**src/include/csc_consts.vh**
```
// Purpose: constants for the clock and stop mode controller
// Assumes: 8-bit registers on a wishbone word each
// Notes: offsets are word indices, byte address is four times the index
`ifndef CSC_CONSTS_VH
`define CSC_CONSTS_VH
`define CSC_IDX_SC1 6'h38
`define CSC_IDX_SC2 6'h39
`define CSC_IDX_STAT 6'h3a
`define CSC_SC1_RESET 8'h00
`define CSC_SC2_RESET 8'h80
`define CSC_B_STOP 7
`define CSC_B_RELEASE_METHOD_SEL 6
`define CSC_B_RETURN_MODE_SEL 5
`define CSC_B_STOP_OUTPUT_HOLD 4
`define CSC_B_WUT_HI 3
`define CSC_B_WUT_LO 2
`define CSC_B_XEN 7
`define CSC_B_XTEN 6
`define CSC_B_SYSCK 5
`define CSC_B_IDLE 4
`define CSC_B_TGH 2
`define CSC_UNDEF_FILL 8'h00
`define CSC_WU_N00 20'h30000
`define CSC_WU_N01 20'h10000
`define CSC_WU_N10 20'h0c000
`define CSC_WU_N11 20'h04000
`define CSC_WU_S00 20'h06000
`define CSC_WU_S01 20'h02000
`define CSC_WU_S10 20'h000c0
`define CSC_WU_S11 20'h00040
`endif

```
**src/rtl/csc_top.v**
```verilog
// Purpose: system clock select, idle/sleep halts and stop mode sequencing
// Assumes: wishbone classic slave, one clk_i domain, synchronous rst_i
// Notes: oscillator ticks, wake and pin inputs arrive asynchronously
//
// What this block does
// - clock select bit picks clock, reads actual
// - reset when enables leave no clock
// - halt bit stops cpu and watchdog
// - gate bit stops peripheral clocks except timebase
// - sc2 bits 3,1,0 read undefined
// - deep halt exit timed asynchronously
// - halt bit self clears on release
// - gate bit self clears on release
// - stop bit write enters stop
// - stop turns oscillators off, state held
// - prescaler and divider cleared at stop
// - program counter held, resume next instruction
// - level release leaves stop when pin high
// - level release with pin high skips stop
// - edge to level switch waits rising edge
// - edge release needs rising edge
// - release restarts oscillators per return mode
// - warm-up interval holds internal operations halted
// - warm-up field selects cycle counts
// - return mode bit, reset pin returns normal
// - output hold bit decides port state
// - reset pin low ends stop at once
//
// The implementer's own choice: the Wishbone interface to the registers.
`include "csc_consts.vh"
module csc_top #(
  parameter WU_W = 20
) (
  input wire clk_i,
  input wire rst_i,
  input wire wb_cyc_i,
  input wire wb_stb_i,
  input wire wb_we_i,
  input wire [5:0] wb_adr_i,
  input wire [3:0] wb_sel_i,
  input wire [31:0] wb_dat_i,
  output reg [31:0] wb_dat_o,
  output reg wb_ack_o,
  input wire stop_pin_i,
  input wire reset_pin_n_i,
  input wire hf_tick_i,
  input wire lf_tick_i,
  input wire deep_wake_i,
  input wire halt_wake_i,
  input wire single_clock_i,
  output reg sys_reset_o,
  output reg clk_sel_low_o,
  output reg hf_osc_en_o,
  output reg lf_osc_en_o,
  output reg cpu_halt_o,
  output reg periph_gate_o,
  output reg div_clear_o,
  output reg port_hiz_o,
  output reg stop_active_o
);
////////////////////////////////////////////////////////////////////////////////
localparam ST_RUN = 3'b001;
localparam ST_STOP = 3'b010;
localparam ST_WARM = 3'b100;
reg [2:0] state_reg;
reg [7:0] sc1_reg;
reg [7:0] sc2_reg;
reg sysck_act_reg;
reg release_method_sel_eff_reg;
reg [WU_W-1:0] wu_cnt_reg;
reg [WU_W-1:0] wu_term;
reg ret_slow_reg;
localparam N_SYNC = 6;
reg [N_SYNC-1:0] sync_a_reg;
reg [N_SYNC-1:0] sync_b_reg;
reg [N_SYNC-1:0] sync_c_reg;
reg pin_rst_d_reg;
// bit order: stop pin, reset pin, hf tick, lf tick, deep wake, halt wake
wire [N_SYNC-1:0] async_in = {halt_wake_i, deep_wake_i, lf_tick_i, hf_tick_i, reset_pin_n_i,
  stop_pin_i};
wire stop_lvl = sync_b_reg[0];
wire stop_rise = sync_b_reg[0] & ~sync_c_reg[0];
wire pin_rst = ~sync_b_reg[1];
wire hf_rise = sync_b_reg[2] & ~sync_c_reg[2];
wire lf_rise = sync_b_reg[3] & ~sync_c_reg[3];
wire deep_wake_s = sync_b_reg[4];
wire halt_wake_s = sync_b_reg[5];
wire osc_tick = ret_slow_reg ? lf_rise : hf_rise;
wire soft_rst = rst_i | pin_rst | sys_reset_o;
wire stop_busy = (state_reg != ST_RUN);
// oscillators that a release restarts, by return mode and clock system
wire hf_restart = ~ret_slow_reg;
wire lf_restart = ret_slow_reg | ~single_clock_i;
wire [WU_W-1:0] wu_cnt_next = wu_cnt_reg + {{(WU_W-1){1'b0}}, 1'b1};
wire wb_req = wb_cyc_i & wb_stb_i & ~wb_ack_o;
wire wr_lo = wb_req & wb_we_i & wb_sel_i[0];
wire wr_sc1 = wr_lo & (wb_adr_i == `CSC_IDX_SC1);
wire wr_sc2 = wr_lo & (wb_adr_i == `CSC_IDX_SC2);
wire [7:0] d = wb_dat_i[7:0];
// clock loss check on the enables being written and the active clock
wire bad_clk = wr_sc2 & ((~d[`CSC_B_XEN] & ~d[`CSC_B_XTEN]) |
  (~d[`CSC_B_XEN] & ~sysck_act_reg) | (~d[`CSC_B_XTEN] & sysck_act_reg));
wire release_now = release_method_sel_eff_reg ? stop_lvl : stop_rise;
////////////////////////////////////////////////////////////////////////////////
always @*
begin
  case (sc1_reg[`CSC_B_WUT_HI:`CSC_B_WUT_LO])
    2'b00: wu_term = ret_slow_reg ? `CSC_WU_S00 : `CSC_WU_N00;
    2'b01: wu_term = ret_slow_reg ? `CSC_WU_S01 : `CSC_WU_N01;
    2'b10: wu_term = ret_slow_reg ? `CSC_WU_S10 : `CSC_WU_N10;
    default: wu_term = ret_slow_reg ? `CSC_WU_S11 : `CSC_WU_N11;
  endcase
end
////////////////////////////////////////////////////////////////////////////////
genvar gi;
generate
  for (gi = 0; gi < N_SYNC; gi = gi + 1)
  begin : g_sync
    // two flops before any use, a third only for edge detection
    always @(posedge clk_i)
    begin
      sync_a_reg[gi] <= async_in[gi];
      sync_b_reg[gi] <= sync_a_reg[gi];
      sync_c_reg[gi] <= sync_b_reg[gi];
    end
  end
endgenerate
////////////////////////////////////////////////////////////////////////////////
// remembers the pin reset so that a held pin pulses the reset once
always @(posedge clk_i)
begin
  pin_rst_d_reg <= pin_rst;
end
////////////////////////////////////////////////////////////////////////////////
// one pulse per pin assertion, or one for a clock-losing write
always @(posedge clk_i)
begin
  if (rst_i)
    sys_reset_o <= 1'b0;
  else if (pin_rst)
    sys_reset_o <= ~pin_rst_d_reg;
  else if (sys_reset_o)
    sys_reset_o <= 1'b0;
  else
    sys_reset_o <= bad_clk;
end
////////////////////////////////////////////////////////////////////////////////
// level method applies only after a rising edge; edge applies at once
always @(posedge clk_i)
begin
  if (soft_rst)
    release_method_sel_eff_reg <= 1'b0;
  else if (~sc1_reg[`CSC_B_RELEASE_METHOD_SEL])
    release_method_sel_eff_reg <= 1'b0;
  else if (stop_rise)
    release_method_sel_eff_reg <= 1'b1;
end
////////////////////////////////////////////////////////////////////////////////
// warm-up counter: zero while running, counts restarted oscillator ticks
always @(posedge clk_i)
begin
  if (soft_rst)
    wu_cnt_reg <= {WU_W{1'b0}};
  else if (state_reg == ST_RUN)
    wu_cnt_reg <= {WU_W{1'b0}};
  else if ((state_reg == ST_WARM) & osc_tick)
    wu_cnt_reg <= wu_cnt_next;
end
////////////////////////////////////////////////////////////////////////////////
always @(posedge clk_i)
begin
  if (soft_rst)
  begin
    state_reg <= ST_RUN;
    sc1_reg <= `CSC_SC1_RESET;
    sc2_reg <= `CSC_SC2_RESET;
    sysck_act_reg <= 1'b0;
    ret_slow_reg <= 1'b0;
  end
  else
  begin
    if (wr_sc2 & ~bad_clk)
    begin
      sc2_reg <= d;
      sysck_act_reg <= d[`CSC_B_SYSCK];
    end
    // release clears win over software writes
    if (sc2_reg[`CSC_B_IDLE] & halt_wake_s)
      sc2_reg[`CSC_B_IDLE] <= 1'b0;
    if (sc2_reg[`CSC_B_TGH] & deep_wake_s)
      sc2_reg[`CSC_B_TGH] <= 1'b0;
    if (wr_sc1)
      sc1_reg <= d & ~(8'h01 << `CSC_B_STOP);
    case (state_reg)
      ST_RUN:
      begin
        if (wr_sc1 & d[`CSC_B_STOP])
        begin
          ret_slow_reg <= d[`CSC_B_RETURN_MODE_SEL];
          if (release_method_sel_eff_reg & stop_lvl)
            state_reg <= ST_WARM;
          else
            state_reg <= ST_STOP;
        end
      end
      ST_STOP:
      begin
        if (release_now)
          state_reg <= ST_WARM;
      end
      ST_WARM:
      begin
        if (wu_cnt_reg >= wu_term)
        begin
          state_reg <= ST_RUN;
          sysck_act_reg <= ret_slow_reg;
          sc2_reg[`CSC_B_SYSCK] <= ret_slow_reg;
          // only the restarted oscillators stay enabled after return
          sc2_reg[`CSC_B_XEN] <= hf_restart;
          sc2_reg[`CSC_B_XTEN] <= lf_restart;
        end
      end
      default: state_reg <= ST_RUN;
    endcase
  end
end
////////////////////////////////////////////////////////////////////////////////
always @(posedge clk_i)
begin
  if (rst_i)
    clk_sel_low_o <= 1'b0;
  else
    clk_sel_low_o <= sysck_act_reg;
end
////////////////////////////////////////////////////////////////////////////////
// oscillators off in stop, restarted per return mode in warm-up
always @(posedge clk_i)
begin
  if (rst_i)
    hf_osc_en_o <= 1'b1;
  else if (state_reg == ST_STOP)
    hf_osc_en_o <= 1'b0;
  else if (state_reg == ST_WARM)
    hf_osc_en_o <= hf_restart;
  else
    hf_osc_en_o <= sc2_reg[`CSC_B_XEN];
end
////////////////////////////////////////////////////////////////////////////////
always @(posedge clk_i)
begin
  if (rst_i)
    lf_osc_en_o <= 1'b0;
  else if (state_reg == ST_STOP)
    lf_osc_en_o <= 1'b0;
  else if (state_reg == ST_WARM)
    lf_osc_en_o <= lf_restart;
  else
    lf_osc_en_o <= sc2_reg[`CSC_B_XTEN];
end
////////////////////////////////////////////////////////////////////////////////
// stop and warm-up keep the cpu halted as well as the halt bits
always @(posedge clk_i)
begin
  if (rst_i)
    cpu_halt_o <= 1'b0;
  else
    cpu_halt_o <= stop_busy | sc2_reg[`CSC_B_IDLE] | sc2_reg[`CSC_B_TGH];
end
////////////////////////////////////////////////////////////////////////////////
always @(posedge clk_i)
begin
  if (rst_i)
    periph_gate_o <= 1'b0;
  else
    periph_gate_o <= stop_busy | sc2_reg[`CSC_B_TGH];
end
////////////////////////////////////////////////////////////////////////////////
always @(posedge clk_i)
begin
  if (rst_i)
    div_clear_o <= 1'b0;
  else
    div_clear_o <= stop_busy;
end
////////////////////////////////////////////////////////////////////////////////
always @(posedge clk_i)
begin
  if (rst_i)
    port_hiz_o <= 1'b0;
  else
    port_hiz_o <= (state_reg == ST_STOP) & ~sc1_reg[`CSC_B_STOP_OUTPUT_HOLD];
end
////////////////////////////////////////////////////////////////////////////////
always @(posedge clk_i)
begin
  if (rst_i)
    stop_active_o <= 1'b0;
  else
    stop_active_o <= stop_busy;
end
////////////////////////////////////////////////////////////////////////////////
always @(posedge clk_i)
begin
  if (rst_i)
    wb_ack_o <= 1'b0;
  else
    wb_ack_o <= wb_req;
end
////////////////////////////////////////////////////////////////////////////////
// read data stands until the next read
always @(posedge clk_i)
begin
  if (rst_i)
    wb_dat_o <= 32'h00000000;
  else
  begin
    if (wb_req & ~wb_we_i)
    begin
      if (wb_adr_i == `CSC_IDX_SC1)
        wb_dat_o <= {24'h000000, sc1_reg[7:2], 2'b00};
      else if (wb_adr_i == `CSC_IDX_SC2)
        wb_dat_o <= {24'h000000, sc2_reg[7:6], sysck_act_reg, sc2_reg[4], 1'b0,
          sc2_reg[2], 2'b00} | {24'h000000, `CSC_UNDEF_FILL};
      else if (wb_adr_i == `CSC_IDX_STAT)
        wb_dat_o <= {27'h0000000, release_method_sel_eff_reg, ret_slow_reg, state_reg == ST_WARM,
          state_reg == ST_STOP, sysck_act_reg};
      else
        wb_dat_o <= 32'h00000000;
    end
  end
end
endmodule // csc_top

```
**config.mk**
```make
export PLATFORM = sky130hd
export DESIGN_NAME = csc_top
export DESIGN_NICKNAME = d
export VERILOG_FILES = /design/src/rtl/csc_top.v
export VERILOG_INCLUDE_DIRS = /design/src /design/src/include
export SDC_FILE = /design/constraint.sdc
export NUM_CORES = 1
export LEC_CHECK = 0
export BUFFER_PORTS_ARGS = -buffer_cell sky130_fd_sc_hd__buf_2
export CORE_MARGIN = 2
export CORE_UTILIZATION = 51
export CTS_BUF_LIST = sky130_fd_sc_hd__clkbuf_16
export DETAILED_ROUTE_END_ITERATION = 7
export HOLD_SLACK_MARGIN = 0.06
export PLACE_DENSITY = 0.84
export SLEW_MARGIN = 25
export SYNTH_ARGS = -nofsm -noshare
export SYNTH_HDL_FRONTEND = slang
export SYNTH_SLANG_ARGS = --single-unit
```
**constraint.sdc**
```tcl
create_clock -name clk_i -period 3 [get_ports clk_i]
set_input_delay 0.3 -clock clk_i [delete_from_list [all_inputs] [get_ports clk_i]]
set_output_delay 0.3 -clock clk_i [all_outputs]
set_load 0.01 [all_outputs]
```
==> run metrics <==
status finished, final reports clean; Cells after Synth roughly 350; worst skew pair latency around 330 ps; sequential share of power 42.5%; EDFF count, synth 0; commonest non-fill, non-tap cell in the layout dfxtp_1; mapped cell area ~3200 um^2; worst r2r src ret_slow_reg; worst min-delay path startpoint stop_pin_i; clk sinks 68; Rows 28; vias in the first global route between 2000 and 2500; register area share after synthesis a little over two fifths; 1st-pass router iterations 4; share of layout cells above drive strength 1 18.21%; post-synthesis cell type count 57; most frequent cells in the layout 68 x dfxtp_1, 44 x nor2_1, 42 x buf_2, 24 x conb_1, 21 x a21oi_1; WP data arrival 2830 ps; Top FF cell, synth dfxtp_1; max reg flops 20; antenna-violating nets left 0; root buffer cell clkbuf_16; CP Data Required Time 3210 ps; power density cells 589.3 nW/um^2; area grow syn2layout 15.62%; H-tree Lvls 3; Synth async-reset ratio 0%; final setup vio count 0; RSZ-0062 raised after global routing no; Post-route DRC 0; Bufs on Longest Clock Path 2; Leakage 1.501 nW; initial cell density of the core 53.38%; number of antenna diodes 0; maximum vdd drop about 0.46 mV; GPL Wtd Cong 0.8608; pre-CTS setup slack 433.5 ps; share of power burned in the clock network 54.3%; critical path class reg -> reg; CP endpoint kind register; Final Slew Violations 0; placed cells 449; Hold Path Cell Cnt 1; global-route wire length before repair 10.92 mm; Worst R2R Setup Slack 390 ps; Tot GR Track Use between 10% and 20%; DPL Wire Length 4.695 mm; via count about 2500; fin worst setup slack approximately 390 ps; Syn. warnings 0; initial DRC count 168; Reg2Reg Depth 8; FF-to-FF End sc2_reg[6]; total core area between 5000 and 6000 um^2; Final period util 87.02%; worst hold path type in -> reg; Net Sw Frac between 10% and 20%; Worst setup SP type register; wire per inst approximately 14 um; Hold EP sync_a_reg[0]; max-capacitance violation count 0; Slew @ Worst Pin 924.8 ps; fmax between 300 and 400 MHz; Switch Pwr 0.4257 mW; flops & latches, synth 68; Comb power frac 3.2%; Pint 1.741 mW; number of port buffers between 40 and 50; initial antenna violation count 0; largest net degree at the start of global routing 21; total die area 6882 um^2; Fillers roughly 500; DRT Wirelength 6.687 mm; Hold Fails Final Rpt 0; crit path launch ret_slow_reg; Remaining Overflow, GRT 0; Post-Layout Cell Count about 470; # IOs 96; clock buffer count from CTS 9; setup tns final 0 ps; TritonCTS clock tree built; Avg Cell Area, Syn 9.189 um^2; Slew Limit Headroom 38.29%; Max FO, Critical Path 11; Tmin final roughly 2600 ps; vias per inst 5.434; die width roughly 83 um; fin nets 449; Die H 82.96 um; Clk pin slew, worst setup/hold paths about 60 ps; Final Skew between 6 and 7 ps
## through the flow
stage / power [mW] / hold WS, ps / util (%) / instance area, um^2
2_1_floorplan: 1.006 / 309.6 / - / 3266
3_3_place_gp: 1.006 / 312.0 / 56.01 / 3336
3_5_place_dp: 1.007 / 312.1 / 56.01 / 3336
4_1_cts: 2.184 / 62.62 / 61.55 / 3666
5_1_grt: 2.231 / 62.71 / 61.72 / 3676
6_report: 2.166 / 72.36 / 61.72 / 3676
## power groups by stage
stage	clock, mW	sequential [mW]	combinational, mW
after floorplan	0	0.939	0.0670
after global placement	0	0.940	0.0660
after detailed placement	0	0.940	0.0672
after CTS	1.20	0.921	0.0676
after global routing	1.23	0.922	0.0763
final	1.18	0.921	0.0694
## repair_timing
| item | in CTS | in global routing |
|---|---|---|
| endpoints found under the setup margin | 0 | 0 |
| hold endpoints to repair | 0 | 1 |
| setup buffers | 0 | 0 |
| gates resized for setup | 0 | 0 |
| hold buffers | 0 | 1 |
## how the worst max path moves through the flow
| stage | endpoint | cells after the start |
|---|---|---|
| floorplan | sc2_reg[6] | 8 |
| finish | sc2_reg[6] | 8 |
| detailed placement | sc2_reg[6] | 8 |
| CTS | sc2_reg[6] | 8 |
| global route | sc2_reg[6] | 8 |
| global placement | sc2_reg[6] | 7 |
## cell usage after synthesis, drive strengths merged, types with 2 or more instances
cell    number  share of area [%]
nand2b       5               0.98
mux2i       13                4.1
nand4b       2               0.75
a21o         3               0.71
or4          2               0.47
dfxtp       68                 43
nor3        11                1.7
ha           9                3.5
o21a         2               0.47
nand3b       3                1.5
or2          3               0.59
nor3b        5                1.7
and4         3               0.83
xnor2       13                3.6
nor2        44                5.2
nand2       13                1.5
and3         2               0.39
inv         14                1.7
a22oi        5                1.2
nand4        2               0.39
and2         2               0.39
nor2b        2               0.39
nand3       10                1.6
o21ai       12                1.9
clkbuf      12                1.4
mux2         3                1.1
buf         28                6.7
a21oi       21                3.3
or3          8                1.6
nor4         6                2.6
a211oi       3               0.71
## critical path: stages, from the launching register on
cell and delay [ps]:
dfxtp_1 540, and2_1 230, nand2b_1 70, ha_1 290, nand4b_1 100, or4_1 410
a31oi_1 320, o21ai_1 200, mux2_1 330
## area by class of cell
cell class	instances	area, um^2	area share [%]
clock buffer	9	225.2	6.127
clock inverter	6	105.1	2.859
inverter	14	52.55	1.430
multi-input combinational	247	1595	43.40
sequential	68	1361	37.03
tap	75	93.84	2.553
timing repair buffer	46	242.7	6.603
## routing by layer
layer / routed length (um) / vias to the layer above / GRT usage, % / part of all wire (%)
met5: 0 / - / 0 / 0
met1: 2710 / 1192 / 21.30 / 41
li1: - / 1235 / - / -
met4: 133 / 0 / 7.303 / 2.0
met2: 3404 / 89 / 35.78 / 51
met3: 438 / 11 / 7.455 / 6.6
## kinds of logic after synthesis
family                     synth area share [%]
xor gates and xnor gates                  3.857
adders and majority gates                 3.542
AOI/OAI and AO/OA                         11.10
DFF                                       42.82
muxes                                     5.155
and+or+nand+nor                           23.69
buffers and inverters                     9.720
other                                    0.1180
Power figures use the tool's default switching activity.
